<file path="config.mk">
export PLATFORM = sky130hd
export DESIGN_NAME = sps_sequencer
export DESIGN_NICKNAME = d
export VERILOG_FILES = /design/src/shared/sps_pkg.sv /design/src/rtl/sps_qual_timer.sv /design/src/rtl/sps_sequencer.sv
export SDC_FILE = /design/constraint.sdc
export NUM_CORES = 1
export LEC_CHECK = 0
export BUFFER_PORTS_ARGS = -buffer_cell sky130_fd_sc_hd__buf_2
export CAP_MARGIN = 20
export CORE_MARGIN = 4
export CORE_UTILIZATION = 48
export DETAILED_ROUTE_END_ITERATION = 6
export HOLD_SLACK_MARGIN = 0.15
export PLACE_DENSITY_LB_ADDON = 0.2
export SLEW_MARGIN = 10
export SYNTH_ARGS = -nofsm -noshare
export SYNTH_HDL_FRONTEND = slang
export SYNTH_HIERARCHICAL = 1
export SYNTH_SLANG_ARGS = --single-unit
</file>
<file path="constraint.sdc">
create_clock -name core_clk -period 3 [get_ports core_clk]
set_clock_uncertainty 0.05 [all_clocks]
set_input_delay 0.3 -clock core_clk [delete_from_list [all_inputs] [get_ports core_clk]]
set_output_delay 0.3 -clock core_clk [all_outputs]
set_load 0.05 [all_outputs]
</file>
<file path="src/shared/sps_pkg.sv">
// constants, sense and control carriers, states of the protection sequencer
package sps_pkg;

  // timebase
  localparam int CLK_PERIOD_NS = 20;
  localparam int TICK_NS       = 500;
  localparam int TICK_CYCLES   = TICK_NS / CLK_PERIOD_NS;
  localparam int TICK_W        = 5;

  // documented intervals in their own units
  localparam int LINE_LOW_BLANKING_MS  = 50;
  localparam int MAINS_LOSS_TIMEOUT_MS = 100;
  localparam int REMOTE_PULL_MS        = 100;
  localparam int SOFT_START_MS         = 4;
  localparam int FAULT_BLANKING_NS     = 27500;
  localparam int SUPPLY_GROUND_US      = 10;

  function automatic int ceilDiv(input int num, input int den);
    return (num + den - 1) / den;
  endfunction

  // intervals as counts of ticks, least times rounded up
  localparam int LINE_LOW_TICKS   = ceilDiv(LINE_LOW_BLANKING_MS * 1000000, TICK_NS);
  localparam int MAINS_LOSS_TICKS = ceilDiv(MAINS_LOSS_TIMEOUT_MS * 1000000, TICK_NS);
  localparam int REMOTE_PULL_TICKS = ceilDiv(REMOTE_PULL_MS * 1000000, TICK_NS);
  localparam int SOFT_START_TICKS = ceilDiv(SOFT_START_MS * 1000000, TICK_NS);
  localparam int FAULT_TICKS      = ceilDiv(FAULT_BLANKING_NS, TICK_NS);
  localparam int GROUND_TICKS     = ceilDiv(SUPPLY_GROUND_US * 1000, TICK_NS);
  localparam int TIMER_W          = 18;

  // digitised comparator results from the analog front end
  typedef struct packed {
    logic lineAboveStop;
    logic lineAboveStart;
    logic mainsPresent;
    logic remoteAboveSleep;
    logic remoteBelowRestart;
    logic faultAboveUpper;
    logic faultBelowLower;
    logic supplyAboveInhibit;
    logic supplyAboveTurnOn;
  } sps_sense_t;

  localparam sps_sense_t SENSE_RESET = '0;

  // controls to the power stage and analog blocks
  typedef struct packed {
    logic gateEnable;
    logic supplyHold;
    logic supplyGround;
    logic startCurrentEn;
    logic reducedCurrent;
    logic hvSourceEn;
    logic dischargeSwitch;
    logic remotePullDown;
    logic otpBiasEn;
    logic softStart;
    logic deepSleepMode;
    logic latchedOff;
    logic lineLowFault;
  } sps_ctrl_t;

  localparam sps_ctrl_t CTRL_RESET = '0;

  typedef enum logic [7:0] {
    ST_CHARGE = 8'h01,
    ST_PAUSE  = 8'h02,
    ST_SOFT   = 8'h04,
    ST_RUN    = 8'h08,
    ST_BROWN  = 8'h10,
    ST_GROUND = 8'h20,
    ST_SLEEP  = 8'h40,
    ST_LATCH  = 8'h80
  } sps_state_t;

endpackage

</file>
<file path="src/rtl/sps_qual_timer.sv">
// qualification timer: counts ticks while a condition holds
`timescale 1ns/100ps
module sps_qual_timer #(
  parameter int W     = 18,
  parameter int LIMIT = 100
) (
  // clock and reset
  input  wire logic core_clk,
  input  wire logic rst,
  // timing
  input  wire logic tick,
  input  wire logic cond,
  output logic      done
);

  localparam logic [W-1:0] LIMIT_V = W'(LIMIT);

  logic [W-1:0] count;

  // restart when the condition drops
  always_ff @(posedge core_clk or posedge rst) begin
    if (rst) begin
      count <= '0;
    end else if (!cond) begin
      count <= '0;
    end else if (tick && count != LIMIT_V) begin
      count <= count + W'(1);
    end
  end

  assign done = cond && (count == LIMIT_V);

endmodule

</file>
<file path="src/rtl/sps_sequencer.sv">
// protection and power-state sequencer of a flyback controller
`timescale 1ns/100ps
module sps_sequencer
  import sps_pkg::*;
#(
  parameter int LINE_LOW_LIMIT    = LINE_LOW_TICKS,
  parameter int MAINS_LOSS_LIMIT  = MAINS_LOSS_TICKS,
  parameter int REMOTE_PULL_LIMIT = REMOTE_PULL_TICKS,
  parameter int SOFT_START_LIMIT  = SOFT_START_TICKS
) (
  // clock and reset
  input  wire logic       core_clk,
  input  wire logic       rst,
  // comparator results, asynchronous
  input  wire sps_sense_t senseRaw,
  // controls to the power stage
  output sps_ctrl_t       ctrlOut,
  // state for observation
  output sps_state_t      stateOut
);

  sps_sense_t senseMeta;
  sps_sense_t sense;
  logic [TICK_W-1:0] tickCount;
  logic tick;
  sps_state_t state;
  sps_state_t next_state;
  logic recovering;
  logic selfRelax;
  logic pullActive;
  logic dischargeActive;
  logic lineLowDone;
  logic mainsLossDone;
  logic upperDone;
  logic lowerDone;
  logic softDone;
  logic groundDone;
  logic pullDone;
  logic faultHit;
  logic restartEvent;
  logic switching;
  sps_ctrl_t next_ctrl;

  // two-stage synchroniser on the comparator inputs
  always_ff @(posedge core_clk or posedge rst) begin
    if (rst) begin
      senseMeta <= SENSE_RESET;
      sense     <= SENSE_RESET;
    end else begin
      senseMeta <= senseRaw;
      sense     <= senseMeta;
    end
  end

  // timebase divider
  always_ff @(posedge core_clk or posedge rst) begin
    if (rst) begin
      tickCount <= '0;
    end else if (tickCount == TICK_W'(TICK_CYCLES - 1)) begin
      tickCount <= '0;
    end else begin
      tickCount <= tickCount + TICK_W'(1);
    end
  end

  assign tick = (tickCount == TICK_W'(TICK_CYCLES - 1));

  assign switching = (state == ST_SOFT) || (state == ST_RUN);

  // qualification timers
  sps_qual_timer #(.W(TIMER_W), .LIMIT(LINE_LOW_LIMIT)) u_lineLow (
    .core_clk (core_clk),
    .rst      (rst),
    .tick     (tick),
    .cond     (!sense.lineAboveStop),
    .done     (lineLowDone)
  );

  sps_qual_timer #(.W(TIMER_W), .LIMIT(MAINS_LOSS_LIMIT)) u_mainsLoss (
    .core_clk (core_clk),
    .rst      (rst),
    .tick     (tick),
    .cond     (!sense.mainsPresent),
    .done     (mainsLossDone)
  );

  sps_qual_timer #(.W(TIMER_W), .LIMIT(FAULT_TICKS)) u_upper (
    .core_clk (core_clk),
    .rst      (rst),
    .tick     (tick),
    .cond     (sense.faultAboveUpper && switching),
    .done     (upperDone)
  );

  sps_qual_timer #(.W(TIMER_W), .LIMIT(FAULT_TICKS)) u_lower (
    .core_clk (core_clk),
    .rst      (rst),
    .tick     (tick),
    .cond     (sense.faultBelowLower && state == ST_RUN),
    .done     (lowerDone)
  );

  sps_qual_timer #(.W(TIMER_W), .LIMIT(SOFT_START_LIMIT)) u_soft (
    .core_clk (core_clk),
    .rst      (rst),
    .tick     (tick),
    .cond     (state == ST_SOFT),
    .done     (softDone)
  );

  sps_qual_timer #(.W(TIMER_W), .LIMIT(GROUND_TICKS)) u_ground (
    .core_clk (core_clk),
    .rst      (rst),
    .tick     (tick),
    .cond     (state == ST_GROUND),
    .done     (groundDone)
  );

  sps_qual_timer #(.W(TIMER_W), .LIMIT(REMOTE_PULL_LIMIT)) u_pull (
    .core_clk (core_clk),
    .rst      (rst),
    .tick     (tick),
    .cond     (pullActive && !restartEvent),
    .done     (pullDone)
  );

  assign faultHit = upperDone || lowerDone;

  // restart from ground only, never from power-up or sleep
  assign restartEvent = (state == ST_GROUND) && groundDone;

  // sequencer state
  always_comb begin
    next_state = state;
    case (state)
      ST_CHARGE: begin
        if (lineLowDone) begin
          next_state = ST_PAUSE;
        end else if (sense.supplyAboveTurnOn) begin
          next_state = ST_SOFT;
        end
      end
      ST_PAUSE: begin
        if (sense.lineAboveStart) begin
          next_state = ST_CHARGE;
        end
      end
      ST_SOFT, ST_RUN: begin
        if (faultHit) begin
          next_state = ST_LATCH;
        end else if (lineLowDone) begin
          next_state = ST_BROWN;
        end else if (sense.remoteAboveSleep) begin
          next_state = ST_SLEEP;
        end else if (state == ST_SOFT && softDone) begin
          next_state = ST_RUN;
        end
      end
      ST_BROWN: begin
        if (sense.lineAboveStart) begin
          next_state = ST_GROUND;
        end
      end
      ST_GROUND: begin
        if (groundDone) begin
          next_state = ST_CHARGE;
        end
      end
      ST_SLEEP: begin
        if (sense.remoteBelowRestart) begin
          next_state = ST_CHARGE;
        end
      end
      ST_LATCH: begin
        if (lineLowDone || dischargeActive) begin
          next_state = ST_BROWN;
        end
      end
      default: begin
        next_state = ST_CHARGE;
      end
    endcase
  end

  always_ff @(posedge core_clk or posedge rst) begin
    if (rst) begin
      state <= ST_CHARGE;
    end else begin
      state <= next_state;
    end
  end

  // recovery flag: full charging current after brown-out
  always_ff @(posedge core_clk or posedge rst) begin
    if (rst) begin
      recovering <= 1'b0;
    end else if (state == ST_GROUND) begin
      recovering <= 1'b1;
    end else if (state == ST_SOFT) begin
      recovering <= 1'b0;
    end
  end

  // sleep restart marker, suppresses the remote pull-down
  always_ff @(posedge core_clk or posedge rst) begin
    if (rst) begin
      selfRelax <= 1'b0;
    end else if (state == ST_SLEEP) begin
      selfRelax <= 1'b1;
    end else if (restartEvent) begin
      selfRelax <= 1'b0;
    end
  end

  // remote pull-down window, armed at power-up and each restart
  always_ff @(posedge core_clk or posedge rst) begin
    if (rst) begin
      pullActive <= 1'b1;
    end else if (restartEvent) begin
      pullActive <= 1'b1;
    end else if (pullDone || state == ST_SLEEP) begin
      pullActive <= 1'b0;
    end
  end

  // mains-loss discharge, independent of the sequencer state
  always_ff @(posedge core_clk or posedge rst) begin
    if (rst) begin
      dischargeActive <= 1'b0;
    end else if (mainsLossDone) begin
      dischargeActive <= 1'b1;
    end else if (sense.mainsPresent) begin
      dischargeActive <= 1'b0;
    end
  end

  // control outputs
  always_comb begin
    next_ctrl                = CTRL_RESET;
    next_ctrl.gateEnable     = switching && next_state != ST_LATCH;
    next_ctrl.supplyHold     = (state == ST_BROWN) || (state == ST_LATCH);
    next_ctrl.supplyGround   = (state == ST_GROUND);
    next_ctrl.startCurrentEn = (state == ST_CHARGE);
    next_ctrl.reducedCurrent = (state == ST_CHARGE) && !sense.supplyAboveInhibit && !recovering;
    next_ctrl.hvSourceEn     = (state == ST_CHARGE) || next_ctrl.supplyHold || dischargeActive;
    next_ctrl.dischargeSwitch = dischargeActive;
    next_ctrl.remotePullDown = pullActive && !selfRelax;
    next_ctrl.otpBiasEn      = switching || (state == ST_LATCH);
    next_ctrl.softStart      = (state == ST_SOFT);
    next_ctrl.deepSleepMode  = (state == ST_SLEEP);
    next_ctrl.latchedOff     = (state == ST_LATCH);
    next_ctrl.lineLowFault   = lineLowDone;
  end

  always_ff @(posedge core_clk or posedge rst) begin
    if (rst) begin
      ctrlOut <= CTRL_RESET;
    end else begin
      ctrlOut <= next_ctrl;
    end
  end

  assign stateOut = state;
endmodule

</file>
Word level (Yosys, flattened, before mapping)
Index checks and enable logic that the tools add are counted.
{"block": "op_classes", "addsub": 8, "n_eq_ne": 29, "muxes": 35, "reduce_logical": 44}
{"op": "$mux 18", "count": 14}
{"op": "$add 18x1->18 const B", "count": 7}
{"op": "$mux 8", "count": 11}
{"op": "$pmux 8 s7", "count": 1}
{"op": "$eq 18x18->1 const B", "count": 2}
{"op": "$eq 18x6->1 const B", "count": 2}
{"op": "$ne 18x18->1 const B", "count": 2}
{"op": "$ne 18x6->1 const B", "count": 2}
{"op": "$logic_and 1x1->1", "count": 23}
{"op": "$eq 18x13->1 const B", "count": 1}
{"op": "$eq 18x17->1 const B", "count": 1}
{"op": "$eq 18x5->1 const B", "count": 1}
{"op": "$ne 18x13->1 const B", "count": 1}
{"op": "$ne 18x17->1 const B", "count": 1}
{"op": "$ne 18x5->1 const B", "count": 1}
{"op": "$reduce_bool 2->1", "count": 6}
{"op": "$ne 2x2->1 const B", "count": 5}
{"op": "$eq 8x1->1 const B", "count": 1}
{"op": "$eq 8x2->1 const B", "count": 1}
{"op": "$eq 8x3->1 const B", "count": 1}
{"op": "$eq 8x4->1 const B", "count": 1}
{"op": "$eq 8x5->1 const B", "count": 1}
{"op": "$eq 8x6->1 const B", "count": 1}
{"op": "$eq 8x7->1 const B", "count": 1}
{"op": "other kinds (9)", "count": 28}
{"block": "totals", "ff_bits": 174, "elab_cells": 160}

Longest topological paths before layout
{"block": "logic_depth", "depth_word": 10, "ltp_mapped": 12}

Modules after synthesis
Netlist, hierarchy kept.
{"mod": "sps_qual_timer at u_lower ...", "seq_area_each_um2": 450.4, "cells_per_inst": 113, "area_per_inst_um2": 1121.1, "instances": 2}
{"mod": "sps_qual_timer at u_mainsLoss ...", "seq_area_each_um2": 450.4, "cells_per_inst": 115, "area_per_inst_um2": 1067.3, "instances": 2}
{"mod": "sps_sequencer", "seq_area_each_um2": 1203.7, "cells_per_inst": 144, "area_per_inst_um2": 1823.0, "instances": 1}
{"mod": "sps_qual_timer at u_soft", "seq_area_each_um2": 450.4, "cells_per_inst": 109, "area_per_inst_um2": 1067.3, "instances": 1}
{"mod": "sps_qual_timer at u_lineLow", "seq_area_each_um2": 450.4, "cells_per_inst": 118, "area_per_inst_um2": 1066.0, "instances": 1}
{"mod": "sps_qual_timer at u_ground", "seq_area_each_um2": 450.4, "cells_per_inst": 117, "area_per_inst_um2": 1064.8, "instances": 1}

Worst setup path before layout
No wires, ideal clock.
{"block": "synth_path", "path_kind": "register to register", "from": "register state[1] (netlist: stateOut[1])", "to": "register state[5] (netlist: stateOut[5])", "path_stages_with_launch": 12, "n_path_buf": 2, "slack_ns": 0.070, "t_required_ns": 2.815, "arrival_ns": 2.744, "cell_sequence": "dfrtp_1 -> nor4_4 -> and2_2 -> and3_1 -> clkbuf_1 -> clkbuf_1 -> and2_1 -> nor4_1 -> o2111ai_1 -> o31ai_2 -> nor4_1 -> a211oi_1"}
{"block": "synth_via", "word_cells_on_any_way": 24}
{"element": "start: declaration", "line_no": "sps_sequencer.sv:26", "rtl": "sps_state_t state;"}
{"element": "start signal: assignment", "line_no": "sps_sequencer.sv:189", "rtl": "state <= next_state;"}
{"element": "$eq 8x4->1", "line_no": "sps_sequencer.sv:99", "rtl": ".cond (sense.faultBelowLower && state == ST_RUN),"}
{"element": "$logic_and 1x1->1", "line_no": "sps_sequencer.sv:99"}
{"element": "$logic_and 1x1->1", "line_no": "sps_qual_timer.sv:31", "rtl": "assign done = cond && (count == LIMIT_V);"}
{"element": "via lowerDone", "line_no": "sps_sequencer.sv:35", "rtl": "logic lowerDone;"}
{"element": "$logic_or 1x1->1", "line_no": "sps_sequencer.sv:127", "rtl": "assign faultHit = upperDone || lowerDone;"}
{"element": "$mux 8", "line_no": "sps_sequencer.sv:149", "rtl": "if (faultHit) begin"}
{"element": "$pmux 8 s7", "line_no": "sps_sequencer.sv:135", "rtl": "case (state)"}
{"element": "via next_state[5]", "line_no": "sps_sequencer.sv:27", "rtl": "sps_state_t next_state;"}
The timed path passes the listed nets, and every way through them passes these cells.
A chain may end at the register's enable or synchronous reset.

Worst setup path after layout
{"block": "layout_path", "from": "register u_ground.count[8]", "to": "register u_pull.count[11]"}
{"block": "layout_via", "elab_chain_cells": 6, "word_cells_on_any_way": 7}
{"element": "start: declaration", "line_no": "sps_qual_timer.sv:18", "rtl": "logic [W-1:0] count;"}
{"element": "start signal: assignment", "line_no": "sps_qual_timer.sv:27", "rtl": "count <= count + W'(1);"}
{"element": "$eq 18x5->1 (*)", "line_no": "sps_qual_timer.sv:31"}
{"element": "$logic_and 1x1->1 (*)", "line_no": "sps_qual_timer.sv:31"}
{"element": "via groundDone", "line_no": "sps_sequencer.sv:37", "rtl": "logic groundDone;"}
{"element": "$logic_and 1x1->1 (*)", "line_no": "sps_sequencer.sv:130", "rtl": "assign restartEvent = (state == ST_GROUND) && groundDone;"}
{"element": "$logic_not 1->1 (*)", "line_no": "sps_sequencer.sv:123", "rtl": ".cond (pullActive && !restartEvent),"}
{"element": "$logic_and 1x1->1 (*)", "line_no": "sps_sequencer.sv:123"}
{"element": "$ne 2x2->1 (no source line) or $mux 18 (tied branches)"}
{"element": "end signal: assignment", "line_no": "sps_qual_timer.sv:27"}
{"element": "end: declaration", "line_no": "sps_qual_timer.sv:18"}
The timed path passes the listed nets; every way through them passes the cells marked *.

==> summary.md <==
| Metric | Value |
|---|---|
| Slew Viols, Final | `0` |
| Number of rows in the core area | `50` |
| # resized after CTS | `0` |
| Total half-perimeter wirelength after legalization and detailed placement | `13.6 mm` |
| Via count | `7181` |
| TritonCTS clock tree | `yes` |
| Total standard cell area after synthesis | `0.00940 mm^2` |
| Core area | `0.0190 mm^2` |
| Pwr Total | `5.26 mW` |
| Insertion delay to the later sink of the worst-skew pair | `430 ps` |
| Main combinational cell family by area after synthesis | `simple AND/OR/NAND/NOR gates` |
| Clock tree root driver cell | `clkbuf_16` |
| Maximum number of pins on one net before global-route repair | `49` |
| Vias in the first global route | `6916` |
| Kind of critical path | `reg -> reg` |
| R2R Path End | `u_pull/count[11]` |
| Adder-cell share of the synthesized area | `1.86%` |
| Arrival time at the worst endpoint | `2960 ps` |
| Critical path startpoint category | `flop` |
| Setup_tns | `0 ps` |
| Cell taking the most area after synthesis | `dfrtp_1` |
| Final weighted congestion in routability-driven placement | `0.825` |
| Share of post-route cells with drive strength above 1 | `12.9%` |
| R2R cell count | `8` |
| Chip Width | `148 um` |
| Net count after synthesis | `969` |
| FFs w/ async S/R, synth | `100%` |
| End point of the worst hold path | `sense[3]` |
| Hold violation count in the final report | `0` |
| Worst hold path depth | `0` |
| Number of hold buffers added after CTS | `10` |
| Type of the tightest min-delay check | `reg -> reg` |
| Total area of multi-input combinational cells | `0.00471 mm^2` |
| Synthesized-area fraction occupied by xor and xnor cells | `5.22%` |
| Number of distinct standard cells referenced by the synthesized netlist | `76` |
| Instance area at placement | `0.00985 mm^2` |
| Register-to-register setup slack | `300 ps` |
| Synthesized instance count | `944` |
| Number of nets in the layout | `1014` |
| Area used by sequential logic in the layout | `0.00436 mm^2` |
| Register bit count reported by yosys | `174` |
| Launch instance of the worst register-to-register path | `u_ground/count[8]` |
| Area Growth Syn to Fin | `12.3%` |
| Type of element capturing the critical path | `flop` |
| Total placed cells including tap cells | `1219` |
| WP data required | `3260 ps` |
| Total of endpoints with negative setup slack in the final report | `0` |
| Uppermost signal routing layer after detailed routing | `met4` |
| Total Wirelength | `19.7 mm` |
| Yosys warns | `6` |
| Layout Cells excl Fill | `1262` |
| DR vias/cell | `5.69` |
| Detailed Routing Iterations Pass 1 | `6` |
| Hold Crit Start | `senseMeta[3]` |
| Worst-case clock buffer depth | `2` |
| Compound-gate portion of the synthesized area | `8.47%` |
| Final period util | `90.0%` |
| Residual DRC | `0` |
| Floorplan die height | `148 um` |
| Count of flip-flops with a built-in enable after synthesis | `0` |
| Total Die Area | `0.0219 mm^2` |
| Number of nets with antenna violations after routing | `0` |
| Met3 wire length | `681 um` |
| Average size of a mapped cell | `9.96 um^2` |
| CTS Sinks | `174` |
| DRC marker count from the first detailed-route iteration | `448` |
| Number of placed I/O pins | `32` |
| Relative max-transition margin | `50.8%` |
| Run status | `completed` |
| Clock-pin slew on the worst setup and hold paths | `70 ps` |
| Least-Margin Pin Slew | `737 ps` |
| Inserted Clock Buffers | `17` |
| Mean routed wirelength per cell | `15.6 um` |
| Largest fanout of any net on the critical path | `10` |
| Power density over the cells | `498 mW/mm^2` |
| Global-route wire length before repair | `34.0 mm` |
| Fraction of the yosys area taken by sequential cells | `46.4%` |
| Final std cell area, no fill | `0.0106 mm^2` |
| Number of port buffers | `31` |
| Maximum Capacitance Violations | `0` |
| Leading register cell type out of synthesis | `dfrtp_1` |
| All-layer global routing usage | `18.8%` |
| Portion of netlist area occupied by mux cells | `2.66%` |
| Largest voltage drop on the vdd net | `384 uV` |
| Wire length on met2 | `9.25 mm` |
| Overflow left after global routing | `0` |
| Setup fix buffers added after clock tree synthesis | `0` |
| # diodes | `0` |
| Area fraction of the dominant cell type after synthesis | `45.8%` |
| H-tree depth | `4` |
| Final critical-path required period | `2700 ps` |
| Number of inserted filler cells in the final layout | `1663` |
| Antenna violations before repair | `0` |
| Upper clock frequency limit | `370 MHz` |
| Ranking of synthesized cells by area | `dfrtp_1 (46%), nand2_1 (3.8%), nand4_1 (3.7%)` |
| Effective utilization at floorplan | `49.6%` |
| Total routed wire length on the met1 layer | `9.62 mm` |
| Final core area utilization | `55.7%` |
| Leakage power total | `4.57 nW` |
| RSZ-0062 raised after global routing | `no` |
| Post-Synth Simple-Gate Area | `31.9%` |
-- cell usage in the layout, fill, tap and decap left out, drive strengths merged, types with 13 or more instances in the layout --
cell,Yosys,layout
dfrtp,172,172
nand2,95,95
nand4,61,61
nor2,59,59
inv,50,56
buf,13,45
nand3,41,41
nor4,38,38
a21oi,31,31
and2,31,31
xor2,29,29
o21ai,28,28
xnor2,27,27
mux2i,25,25
or3,25,25
nor3,23,23
nand2b,20,20
clkbuf,16,18
or4,17,17
ha,14,14
o31ai,13,13
and3,13,13
-- area by class of cell --
cell class              count  share of cell area [%]
clock buffers              18                    4.07
clock inverters            14                    1.48
inverters                  50                    1.78
multi-input cells         691                    44.6
flip-flops and latches    174                    41.3
well taps                 260                    3.08
repair buffers             55                    3.65
-- cells by family after synthesis --
logic type	count (synthesis)
mux	25
simple gates	478
compound gates	118
flops	174
fa+ha+maj	14
buf+inv	79
xor+xnor	56
-- power by group --
part | leakage [nW] | total [mW] | internal [mW] | switching [mW]
logic | 1.92 | 0.576 | 0.156 | 0.420
registers | 2.36 | 2.48 | 2.42 | 0.0646
clock network | 0.280 | 2.20 | 1.24 | 0.956
total | 4.57 | 5.26 | 3.82 | 1.44
-- registers in the layout, summed over array words and instances, names as in the netlist, 5 cells and up --
name               flops
u_mainsLoss/count     18
stateOut               8
u_soft/count          18
u_ground/count        18
tickCount              5
u_lineLow/count       18
sense                  9
u_pull/count          18
u_lower/count         18
senseMeta              9
u_upper/count         18
ctrlOut               13
-- worst max-delay path, cell delays in order, from the launching register on --
cell and delay, ps:
dfrtp_1 460, or4_1 540, nor4b_1 370, and3_1 260, nand2_1 120, and2_1 260
inv_1 270, buf_4 220, a21oi_1 50
-- how the worst max path moves through the flow --
stage	from	end	slack, ps	cells past startpoint
after CTS	u_ground/count[8]	u_pull/count[11]	320	8
after global routing	u_ground/count[8]	u_pull/count[8]	30	8
after global placement	u_ground/count[8]	u_pull/count[11]	380	8
after detailed placement	u_ground/count[8]	u_pull/count[1]	320	8
after floorplan	stateOut[1]	stateOut[5]	70	11
final	u_ground/count[8]	u_pull/count[11]	300	8
-- per-layer routing --
layer | global-route usage (%) | up-vias
li1 | - | 3539
met1 | 26.8 | 3513
met2 | 29.9 | 122
met3 | 3.92 | 7
met4 | 3.88 | 0
met5 | 0 | -
-- through the flow --
stage          setup WS (ps)  hold WS, ps
2_1_floorplan           70.3          189
3_3_place_gp             384          281
3_5_place_dp             321          286
4_1_cts                  317          300
5_1_grt                 28.4          307
6_report                 299          297
-- Yosys cell counts (5+ instances only) --
cell type,count
nand4b_1,6
or4_1,13
a21boi_0,7
nor4_2,8
nor3_1,23
dfrtp_1,172
o21ai_0,28
nor2b_1,6
nand2_1,95
or3_1,23
mux2i_1,25
clkbuf_1,15
and3_1,11
nand3b_1,7
nand2b_1,20
buf_2,6
nor4_4,6
and2_1,30
and4_1,9
a21oi_1,31
o211ai_1,5
nand3_1,35
xor2_1,29
ha_1,14
nor4_1,24
inv_1,50
o31ai_1,12
nand4_1,56
xnor2_1,27
nor4b_1,6
nor2_1,57
Note: power is estimated with default switching activity, not from simulation.
